### src/shared/tuhc_pkg.sv
// tuhc_pkg: constants, field layout and carrier types of the upper timer
package tuhc_pkg;

   // bus geometry
   localparam int unsigned ADDR_W = 4;                 // byte address bits
   localparam int unsigned DATA_W = 32;                // data bus width

   // register byte offsets, one aligned word each
   localparam logic [ADDR_W-1:0] OFF_CONTROL = 4'h0;   // timer_control
   localparam logic [ADDR_W-1:0] OFF_COUNTER = 4'h4;   // upper_counter
   localparam logic [ADDR_W-1:0] OFF_PERIOD  = 4'h8;   // upper_period
   localparam logic [ADDR_W-1:0] OFF_GLOBAL  = 4'hc;   // global_control

   // timer_control field positions
   localparam int unsigned CTL_ENA_LSB  = 22;          // upper_enable_mode
   localparam int unsigned CTL_PWID_LSB = 20;          // upper_pulse_width
   localparam int unsigned CTL_CP_BIT   = 19;          // upper_clock_or_pulse
   localparam int unsigned CTL_INV_BIT  = 17;          // upper_output_invert
   localparam int unsigned CTL_STAT_BIT = 16;          // upper_output_status

   // timer_control writable bits and reset value
   localparam logic [31:0] CTL_WR_MASK = 32'h00fa0000;
   localparam logic [31:0] CTL_RESET   = 32'h00000000;

   // global_control field positions
   localparam int unsigned GBL_MODE_LSB  = 2;          // global_timer_mode
   localparam int unsigned GBL_SRST_BIT  = 1;          // upper_soft_reset_n
   localparam int unsigned GBL_ROUTE_BIT = 0;          // pin route enable
   localparam logic [31:0] GBL_WR_MASK   = 32'h0000000f;
   localparam logic [31:0] GBL_RESET     = 32'h00000000;

   // global_timer_mode codes
   localparam logic [1:0] TMODE_64BIT     = 2'h0;
   localparam logic [1:0] TMODE_UNCHAINED = 2'h1;
   localparam logic [1:0] TMODE_WATCHDOG  = 2'h2;
   localparam logic [1:0] TMODE_CHAINED   = 2'h3;

   // upper_enable_mode codes
   localparam logic [1:0] ENA_OFF  = 2'h0;
   localparam logic [1:0] ENA_ONCE = 2'h1;
   localparam logic [1:0] ENA_CONT = 2'h2;
   localparam logic [1:0] ENA_RSVD = 2'h3;

   // wishbone request from the master
   typedef struct packed {
      logic              cyc;
      logic              stb;
      logic              we;
      logic [ADDR_W-1:0] adr;
      logic [3:0]        sel;
      logic [DATA_W-1:0] dat;
   } tuhc_wb_req_type;

   // wishbone answer to the master
   typedef struct packed {
      logic              ack;
      logic [DATA_W-1:0] dat;
   } tuhc_wb_rsp_type;

endpackage : tuhc_pkg

### src/rtl/tuhc_top.sv
// tuhc_top: upper timer half with wishbone registers and output pin
//
// Behaviour
// - upper fields act only in unchained dual mode, except the invert bit
// - reserved control bits read zero, ignore writes
// - enable code 00b holds the count
// - code 01b counts once, stops at period
// - code 10b wraps to zero after period
// - pulse width is field plus one cycles
// - pulse width ignored in clock mode
// - watchdog mode forces pulse output mode
// - pulse mode emits pulse at each period match
// - clock mode toggles output at period match
// - invert bit inverts generated output
// - read-only status bit shows output level
// - output can be routed to the pin
// - own 32-bit period compared against counter
// - hardware reset clears counter, soft reset holds
//
// Design decisions made here: the Wishbone interface to the registers and the address map.
`timescale 1ns/1ns
module tuhc_top #(
   parameter int unsigned CNT_W = 32
) (
   input  wire logic                     clk,
   input  wire logic                     rst_b,
   input  wire tuhc_pkg::tuhc_wb_req_type wb_req,
   output tuhc_pkg::tuhc_wb_rsp_type     wb_rsp,
   input  wire logic                     timer_clk_pin,
   output logic                          timer_out_pin
);
   import tuhc_pkg::*;

   // counter must fit the data bus and be wide enough to count
   if (CNT_W < 2 || CNT_W > DATA_W) begin : g_chk
      $error("tuhc_top: CNT_W must lie between 2 and DATA_W");
   end

   // register state
   // all software-visible state is held in flops here
   // each _next value is formed by the decode below
   // control keeps only its writable bits; status is
   //   merged in on the read path, never stored
   // counter and period are CNT_W wide; narrower builds
   //   read back zero in the unused upper bits
   // output level kept twice: status copy for reads,
   //   pin copy gated by the route bit
   logic [31:0]      ctl_reg;          // timer_control writable bits
   logic [31:0]      ctl_next;
   logic [31:0]      gbl_reg;          // global_control
   logic [31:0]      gbl_next;
   logic [CNT_W-1:0] cnt_reg;          // upper_counter
   logic [CNT_W-1:0] cnt_next;
   logic [CNT_W-1:0] prd_reg;          // upper_period
   logic [CNT_W-1:0] prd_next;
   logic             done_reg;         // one-shot finished
   logic             done_next;
   logic             ack_reg;          // bus acknowledge
   logic             ack_next;
   logic [31:0]      rdat_reg;         // captured read data
   logic [31:0]      rdat_next;
   logic             pin_reg;          // output pin level
   logic             pin_next;
   logic             stat_reg;         // final output level
   logic             stat_next;

   // bus decode
   // classic single cycle: a request is taken once, on the
   //   edge where cyc and stb are high and ack is still low
   // ack is registered, so it rises one cycle after taking
   // the ack term blocks a second take of a held request;
   //   a master holding stb gets one access every other cycle
   // byte address bits 1:0 are ignored, words are aligned
   // unmapped words still ack, so a stray access never
   //   hangs the bus
   wire        bus_req  = wb_req.cyc & wb_req.stb;          // active cycle
   wire        bus_take = bus_req & ~ack_reg;               // one per access
   wire        bus_wr   = bus_take & wb_req.we;             // write strobe
   wire [ADDR_W-1:0] word_adr = {wb_req.adr[ADDR_W-1:2], 2'b00};
   wire        hit_ctl  = (word_adr == OFF_CONTROL);        // decode
   wire        hit_cnt  = (word_adr == OFF_COUNTER);
   wire        hit_prd  = (word_adr == OFF_PERIOD);
   wire        hit_gbl  = (word_adr == OFF_GLOBAL);
   wire        wr_ctl   = bus_wr & hit_ctl;
   wire        wr_cnt   = bus_wr & hit_cnt;
   wire        wr_prd   = bus_wr & hit_prd;
   wire        wr_gbl   = bus_wr & hit_gbl;

   // byte enables widened to a bit mask
   logic [31:0] lane_mask;
   for (genvar i = 0; i < 4; i++) begin : g_lane
      assign lane_mask[8*i +: 8] = {8{wb_req.sel[i]}};
   end

   // merged write data for each register
   wire [31:0] ctl_wmask = CTL_WR_MASK & lane_mask;
   wire [31:0] gbl_wmask = GBL_WR_MASK & lane_mask;
   wire [31:0] ctl_wval  = (ctl_reg & ~ctl_wmask)
                         | (wb_req.dat & ctl_wmask);
   wire [31:0] gbl_wval  = (gbl_reg & ~gbl_wmask)
                         | (wb_req.dat & gbl_wmask);
   wire [CNT_W-1:0] cnt_wval = (cnt_reg & ~lane_mask[CNT_W-1:0])
                             | (wb_req.dat[CNT_W-1:0]
                                & lane_mask[CNT_W-1:0]);
   wire [CNT_W-1:0] prd_wval = (prd_reg & ~lane_mask[CNT_W-1:0])
                             | (wb_req.dat[CNT_W-1:0]
                                & lane_mask[CNT_W-1:0]);

   // field extraction
   // control fields are read from the stored word, so a
   //   change takes effect on the clock after the write
   // global timer mode, soft reset and route sit in
   //   global_control; their layout is local to this block
   // soft reset is active low: 0 holds the count and forces the raw output level low
   // fields are plain wires, no extra pipeline stage
   // enable codes 00 and 11 are both treated as stopped
   // the select bit is gated by the global mode below
   wire [1:0] ena_mode = ctl_reg[CTL_ENA_LSB +: 2];       // enable mode
   wire [1:0] pwid     = ctl_reg[CTL_PWID_LSB +: 2];      // pulse width
   wire       cp_bit   = ctl_reg[CTL_CP_BIT];             // clock select
   wire       inv_bit  = ctl_reg[CTL_INV_BIT];            // output invert
   wire [1:0] tmode    = gbl_reg[GBL_MODE_LSB +: 2];      // timer mode
   wire       srst_n   = gbl_reg[GBL_SRST_BIT];           // soft reset
   wire       route_en = gbl_reg[GBL_ROUTE_BIT];          // pin route

   // upper fields only steer the timer in unchained dual mode
   wire mode_active = (tmode == TMODE_UNCHAINED);
   // watchdog forces pulse mode whatever the select bit says
   wire clock_mode  = cp_bit & (tmode != TMODE_WATCHDOG);

   // timer clock from the pin
   // the pin is asynchronous to clk; two flops settle it
   //   before any logic reads it
   // one tick per rising edge, one clk cycle long
   // the pin must stay high and low for at least two clk
   //   cycles each, or edges are lost
   // latency from pin edge to tick is two clk cycles
   // ticks are dropped outside unchained mode and while
   //   the soft reset bit is low
   logic tclk_rise;                    // one clk per timer clock edge

   tuhc_sync u_sync (
      .clk      (clk),
      .rst_b    (rst_b),
      .async_in (timer_clk_pin),
      .rise     (tclk_rise)
   );

   // ticks reach the timer only while it is active and out of reset
   wire tick = tclk_rise & mode_active & srst_n;

   // counting
   // the counter steps on ticks only, never on plain clk
   // a match is counter equal to period, seen on a tick
   // continuous: the tick that finds the match loads zero,
   //   so one full timer cycle lasts the period value plus one ticks
   // one-shot: the match tick holds the count and sets the
   //   done flag; leaving code 01 or a counter write rearms
   // a software counter write wins over counting
   // a period below the count is only met after wrap
   // only the once and continuous codes count
   wire ena_once = (ena_mode == ENA_ONCE);
   wire ena_cont = (ena_mode == ENA_CONT);
   // off and the spare code both hold the value
   wire run      = (ena_once & ~done_reg) | ena_cont;
   wire at_prd   = (cnt_reg == prd_reg);
   wire step     = tick & run;                            // counting tick
   wire prd_hit  = step & at_prd;                         // period match

   // next counter value
   always_comb begin
      cnt_next = cnt_reg;
      if (wr_cnt) begin
         cnt_next = cnt_wval;                     // software load wins
      end else if (prd_hit && ena_cont) begin
         cnt_next = '0;
      end else if (prd_hit) begin
         cnt_next = cnt_reg;
      end else if (step) begin
         cnt_next = cnt_reg + 1'b1;               // count up
      end
   end

   // one-shot finished flag; setting wins over clearing
   wire done_set = prd_hit & ena_once;
   wire done_clr = ~ena_once | wr_cnt;                    // rearm
   assign done_next = done_set | (done_reg & ~done_clr);

   // output waveform
   // pulse or clock level is built in the generator from
   //   the match and the tick stream
   // pulse mode: high for pulse-width field plus one ticks
   // clock mode: toggles per match, width field unused
   // soft reset forces the raw level low before invert
   // invert applies after the generator, so the idle level
   //   of an inverted output is high
   // hazard: a match during a pulse restarts the width
   logic raw_level;                    // generated output before invert

   tuhc_out_gen #(
      .PWID_W (2)
   ) u_out (
      .clk        (clk),
      .rst_b      (rst_b),
      .clear      (~srst_n),
      .tick       (tick),
      .hit        (prd_hit),
      .clock_mode (clock_mode),
      .pwid       (pwid),
      .level      (raw_level)
   );

   // invert, then optionally drive the pin
   assign stat_next = raw_level ^ inv_bit;
   assign pin_next  = route_en & stat_next;

   // register writes
   // write merge masks with byte enables and writable bits
   // reserved control bits can never be set
   // status bit 16 is outside the write mask, read-only
   // the period takes effect on the next tick compare
   // a write to an unmapped word changes nothing
   // global_control writes apply on the same edge as
   //   control writes, no ordering between registers
   // counter writes are handled in the counting logic
   assign ctl_next = wr_ctl ? ctl_wval : ctl_reg;
   assign gbl_next = wr_gbl ? gbl_wval : gbl_reg;
   assign prd_next = wr_prd ? prd_wval : prd_reg;

   // read data and acknowledge
   // read data is registered and shown only with ack;
   //   between accesses the data bus reads zero
   // the word is sampled from the state at the taking edge
   // status comes from the registered output level, so a
   //   read sees the level one clk old
   // counter and period are zero-extended to the bus
   // an unmapped read returns zero
   // writes return the addressed word as well
   wire [31:0] ctl_rd = ctl_reg
                      | ({31'h0, stat_reg} << CTL_STAT_BIT);
   wire [31:0] cnt_rd = DATA_W'(cnt_reg);
   wire [31:0] prd_rd = DATA_W'(prd_reg);
   // unmapped words read as zero
   wire [31:0] rd_mux = hit_ctl ? ctl_rd
                      : hit_cnt ? cnt_rd
                      : hit_prd ? prd_rd
                      : hit_gbl ? gbl_reg
                      : 32'h00000000;

   assign ack_next  = bus_take;                           // one cycle
   assign rdat_next = bus_take ? rd_mux : 32'h00000000;

   // control and bus registers
   // synchronous reset, active low, clears every field
   // after reset the soft reset bit is low, so the timer
   //   stays held until software sets it
   // mode 00 after reset: upper fields other than the invert bit have no effect
   // the period resets to zero
   // ack and data reset low so the bus is idle
   // counter flops are kept apart below, because only
   //   the hardware reset may clear the count
   always_ff @(posedge clk) begin
      if (!rst_b) begin
         ctl_reg  <= CTL_RESET;
         gbl_reg  <= GBL_RESET;
         prd_reg  <= '0;
         ack_reg  <= 1'b0;
         rdat_reg <= 32'h00000000;
      end else begin
         ctl_reg  <= ctl_next;
         gbl_reg  <= gbl_next;
         prd_reg  <= prd_next;
         ack_reg  <= ack_next;
         rdat_reg <= rdat_next;
      end
   end

   // counter state; only the hardware reset clears the count
   always_ff @(posedge clk) begin
      if (!rst_b) begin
         cnt_reg  <= '0;
         done_reg <= 1'b0;
      end else begin
         cnt_reg  <= cnt_next;
         done_reg <= done_next;
      end
   end

   // output level registers
   always_ff @(posedge clk) begin
      if (!rst_b) begin
         stat_reg <= 1'b0;
         pin_reg  <= 1'b0;
      end else begin
         stat_reg <= stat_next;
         pin_reg  <= pin_next;
      end
   end

   // ports straight from flip-flops
   assign wb_rsp.ack    = ack_reg;
   assign wb_rsp.dat    = rdat_reg;
   assign timer_out_pin = pin_reg;

endmodule : tuhc_top

### src/rtl/tuhc_sync.sv
// tuhc_sync: two-flop synchroniser with rising-edge pulse
`timescale 1ns/1ns
module tuhc_sync (
   input  wire logic clk,
   input  wire logic rst_b,
   input  wire logic async_in,
   output logic      rise
);
   import tuhc_pkg::*;

   logic meta_reg;                 // first stage, read only by second
   logic sync_reg;                 // second stage, safe level
   logic last_reg;                 // previous safe level

   // synchroniser chain and edge history
   always_ff @(posedge clk) begin
      if (!rst_b) begin
         meta_reg <= 1'b0;
         sync_reg <= 1'b0;
         last_reg <= 1'b0;
      end else begin
         meta_reg <= async_in;
         sync_reg <= meta_reg;
         last_reg <= sync_reg;
      end
   end

   // rising edge of the safe level
   assign rise = sync_reg & ~last_reg;

endmodule : tuhc_sync

### src/rtl/tuhc_out_gen.sv
// tuhc_out_gen: pulse or clock waveform for the upper timer output
`timescale 1ns/1ns
module tuhc_out_gen #(
   parameter int unsigned PWID_W = 2
) (
   input  wire logic              clk,
   input  wire logic              rst_b,
   input  wire logic              clear,
   input  wire logic              tick,
   input  wire logic              hit,
   input  wire logic              clock_mode,
   input  wire logic [PWID_W-1:0] pwid,
   output logic                   level
);
   import tuhc_pkg::*;

   // width field must be at least one bit
   if (PWID_W < 1) begin : g_chk
      $error("tuhc_out_gen: PWID_W must be at least 1");
   end

   logic              level_reg;   // raw output level
   logic              level_next;
   logic [PWID_W-1:0] left_reg;    // pulse ticks remaining after this one
   logic [PWID_W-1:0] left_next;

   wire pulse_end = tick & level_reg & (left_reg == '0);   // last tick done

   // next level: toggle, start, end or hold
   always_comb begin
      level_next = level_reg;
      left_next  = left_reg;
      if (clear) begin
         level_next = 1'b0;
         left_next  = '0;
      end else if (hit && clock_mode) begin
         level_next = ~level_reg;
      end else if (hit) begin
         level_next = 1'b1;
         left_next  = pwid;
      end else if (!clock_mode && pulse_end) begin
         level_next = 1'b0;
      end else if (!clock_mode && tick && level_reg) begin
         left_next  = left_reg - 1'b1;
      end
   end

   // output state
   always_ff @(posedge clk) begin
      if (!rst_b) begin
         level_reg <= 1'b0;
         left_reg  <= '0;
      end else begin
         level_reg <= level_next;
         left_reg  <= left_next;
      end
   end

   assign level = level_reg;

endmodule : tuhc_out_gen

### config.mk
export PLATFORM = sky130hd
export DESIGN_NAME = tuhc_top
export DESIGN_NICKNAME = d
export VERILOG_FILES = /design/src/shared/tuhc_pkg.sv /design/src/rtl/tuhc_top.sv /design/src/rtl/tuhc_sync.sv /design/src/rtl/tuhc_out_gen.sv
export SDC_FILE = /design/constraint.sdc
export NUM_CORES = 1
export LEC_CHECK = 0
export BUFFER_PORTS_ARGS = -buffer_cell sky130_fd_sc_hd__buf_2
export CELL_PAD_IN_SITES_DETAIL_PLACEMENT = 0
export CELL_PAD_IN_SITES_GLOBAL_PLACEMENT = 1
export CORE_MARGIN = 1
export CORE_UTILIZATION = 35
export CTS_CLUSTER_DIAMETER = 200
export DETAILED_ROUTE_END_ITERATION = 8
export PLACE_DENSITY_LB_ADDON = 0.08
export SYNTH_ARGS = -nofsm -noshare
export SYNTH_HDL_FRONTEND = slang
export SYNTH_SLANG_ARGS = --single-unit
### constraint.sdc
create_clock -name clk -period 2.7 [get_ports clk]
set_clock_uncertainty 0.05 [all_clocks]
set_input_delay 0.54 -clock clk [delete_from_list [all_inputs] [get_ports clk]]
set_output_delay 0.54 -clock clk [all_outputs]
set_load 0.05 [all_outputs]
==> flow_summary.ini <==
[synthesis]
synth_edf_count = 0
seq_area_frac_synth = 0.419
syn_area_per_cell_sq_um = 8.17
ys.flop_type = dfxtp_1
synthAdderAreaFrac = 0.00452
async_flop_share = 0
synth_common_cells = 116 x dfxtp_1, 81 x nand2_1, 69 x nor2_1, 60 x a21oi_1, 48 x nand3_1
synth_most_common_cell = dfxtp_1
yosys.area_share.simple = 0.245
synth-compound-area-share = 0.187
synth_cells = 678
ys_ff_latch = 116
synth_top_area_frac = 0.419
synth_cell_type_count = 55
yosysTopAreaCell = dfxtp_1
syn_area_sq_um = 5540
synthesis.nets = 726
yosysWarnings = 0
synth_xor_area_frac = 0.0585
synth_top_family_by_area = simple AND/OR/NAND/NOR gates
synth_area_leaders = dfxtp_1 42%, nand2_1 5.5%, a21oi_1 5.4%
synthMuxAreaShare = 0.0427

[sta]
max_freq_mhz = 399
finalCritPeriodShare = 0.928
rsz0062_at_grt = false
slew_viol_final = 0
finalHoldViolations = 0
setup_violations = 0
relSlewSlack = 0.666
period_minus_slack_ns = 2.50
worstMarginPinSlew_ns = 0.495
final.setup.tns_ns = 0

[status]
status = finished, final reports clean

[cts]
clk_pin_slew_ns = 0.05
h-tree-depth = 4
root_buffer = clkbuf_16
hold_buffers = 0
clock_sinks = 116
tritoncts = done
clk_latency_ns = 0.42
clockBufferDepth = 2
cts_buffers = 17

[layout]
areaGrowthSynthToFinish_pct = 25.8
final_core_util = 0.455
nets = 823
antennaDiodeCount = 0
finalNonFillerCells = 997
drive_gt1_frac = 0.228
final_cell_area_sq_um = 6970

[setup_path]
worst-path-max-fanout = 8
endpoint_kind = flip-flop
required_ns = 2.96
path_class = reg2reg
crit_arrival_ns = 2.77
slowest_delay_ns = 0.45
cp-start-kind = flip-flop
slowest_stage = o31a_2
path_cells = xor2_1 > nor4_2 > buf_4 > nand4_1 > o31a_2 > buf_12 > nor2_4 > nor2_1 > o211a_1

[route]
wl_per_cell_um = 18.3
drt-total-wl_um = 18300
viasPerCell = 5.47
ant_nets = 0
route.detailed.drc = 0
drt_iter0_drc = 364
vias = 5452
first_pass_iters = 5

[placed_design]
dp_hpwl_um = 12800
placed_cell_area_sq_um = 6430
portBuffers = 77
placed_cells = 967
place.gp.congestion = 0.800

[global_routing]
grt_pass1_vias = 5206
track_usage = 0.233
grt_max_degree = 37
grt_pass1_wl_um = 28500
grt_overflow_total = 0
antenna_found_initial = 0

[die]
start_util = 0.362
fp-row-count = 45
io_pins = 80
core_area_sq_um = 15300
dieWidth_um = 128
die_h_um = 128
fp.dieArea_sq_um = 16300

[power]
peakVddDrop_mv = 0.427
power.density_nw_per_um2 = 582
power.total_w = 0.00406
power.leakage_nw = 2.87

[flow_run]
drv_cap = 0

[min_path]
min_path_type = in2reg
[routing by layer]
metal / wire, um / vias to the layer above / GRT usage
met3: 970 / 30 / 0.0459
met2: 8610 / 159 / 0.378
met1: 8310 / 2635 / 0.304
li1: - / 2628 / -
met4: 370 / 0 / 0.0927
met5: 0 / - / 0
[path summary, 6_finish.rpt]
| kind | start | end | slack, ns | cells past startpoint |
|---|---|---|---|---|
| worst min register to register | u_sync.meta_reg$_SDFF_PN0_ | u_sync.sync_reg$_SDFF_PN0_ | 0.39 | 1 |
| worst max-delay path | flip-flop | flip-flop | 0.20 | 9 |
| worst min-delay path | timer_clk_pin | u_sync.meta_reg$_SDFF_PN0_ | 0.29 | 2 |
| worst max register to register | flip-flop | flip-flop | 0.20 | 9 |
[cell families after synthesis]
logic type	after synthesis
flip-flops	116
buffers and inverters	62
AO/OA/AOI/OAI	159
AND/OR/NAND/NOR	279
multiplexers	23
XOR/XNOR	37
adder cells (fa/ha/maj)	2
[stage by stage]
| stage | hold slack, ns | setup WS [ns] |
|---|---|---|
| floorplan | 0.362 | 0.376 |
| global placement | 0.379 | 0.0556 |
| detailed placement | 0.378 | -0.0114 |
| CTS | 0.270 | 0.129 |
| global route | 0.277 | 0.00957 |
| finish | 0.285 | 0.195 |
[final cells by class]
class | count | area [sq um]
tap | 211 | 264
sequential | 116 | 2320
clock inverter | 6 | 55.1
clock buffer | 24 | 472
timing repair buffer | 131 | 828
fill | 1563 | 8340
inverter | 9 | 33.8
multi-input combinational | 500 | 2990
[power breakdown]
part	switching (W)	total, W	internal (W)
clock network	0.000763	0.00206	0.00129
registers	0.0000123	0.00174	0.00173
logic	0.000166	0.000260	0.0000933
[timing repair]
| item | in CTS | in global routing |
|---|---|---|
| setup endpoints to repair | 4 | 3 |
| pin swaps | 0 | 2 |
| setup buffers | 0 | 0 |
| gates cloned | 0 | 0 |
| gates resized for setup | 1 | 4 |
[layout by cell type, fill, tap and decap left out, types with 4 or more instances in the layout]
cell type / instances
a32oi_1: 4
dfxtp_1: 114
nand3_1: 48
a22oi_1: 32
and2_1: 8
nor2_4: 4
and3_1: 10
mux2i_1: 18
o31a_1: 10
a31oi_1: 6
xor2_1: 34
a221oi_1: 5
clkbuf_16: 17
nor4_1: 11
nand2_1: 81
nand4_1: 11
clkinv_2: 5
clkbuf_1: 5
o22ai_1: 6
a21oi_1: 60
buf_4: 51
o31ai_1: 4
o21ai_0: 13
buf_2: 77
mux2_2: 5
nor2_1: 69
inv_1: 8
nor3_1: 10
[critical path: cells and delay by family (launching register included)]
| kind | cells | cell delay (ns) |
|---|---|---|
| xor+xnor | 1 | 0.17 |
| compound gates | 2 | 0.65 |
| buf+inv | 2 | 0.34 |
| simple gates | 4 | 0.85 |
| flops | 1 | 0.35 |
(Power assumes the default switching activity.)
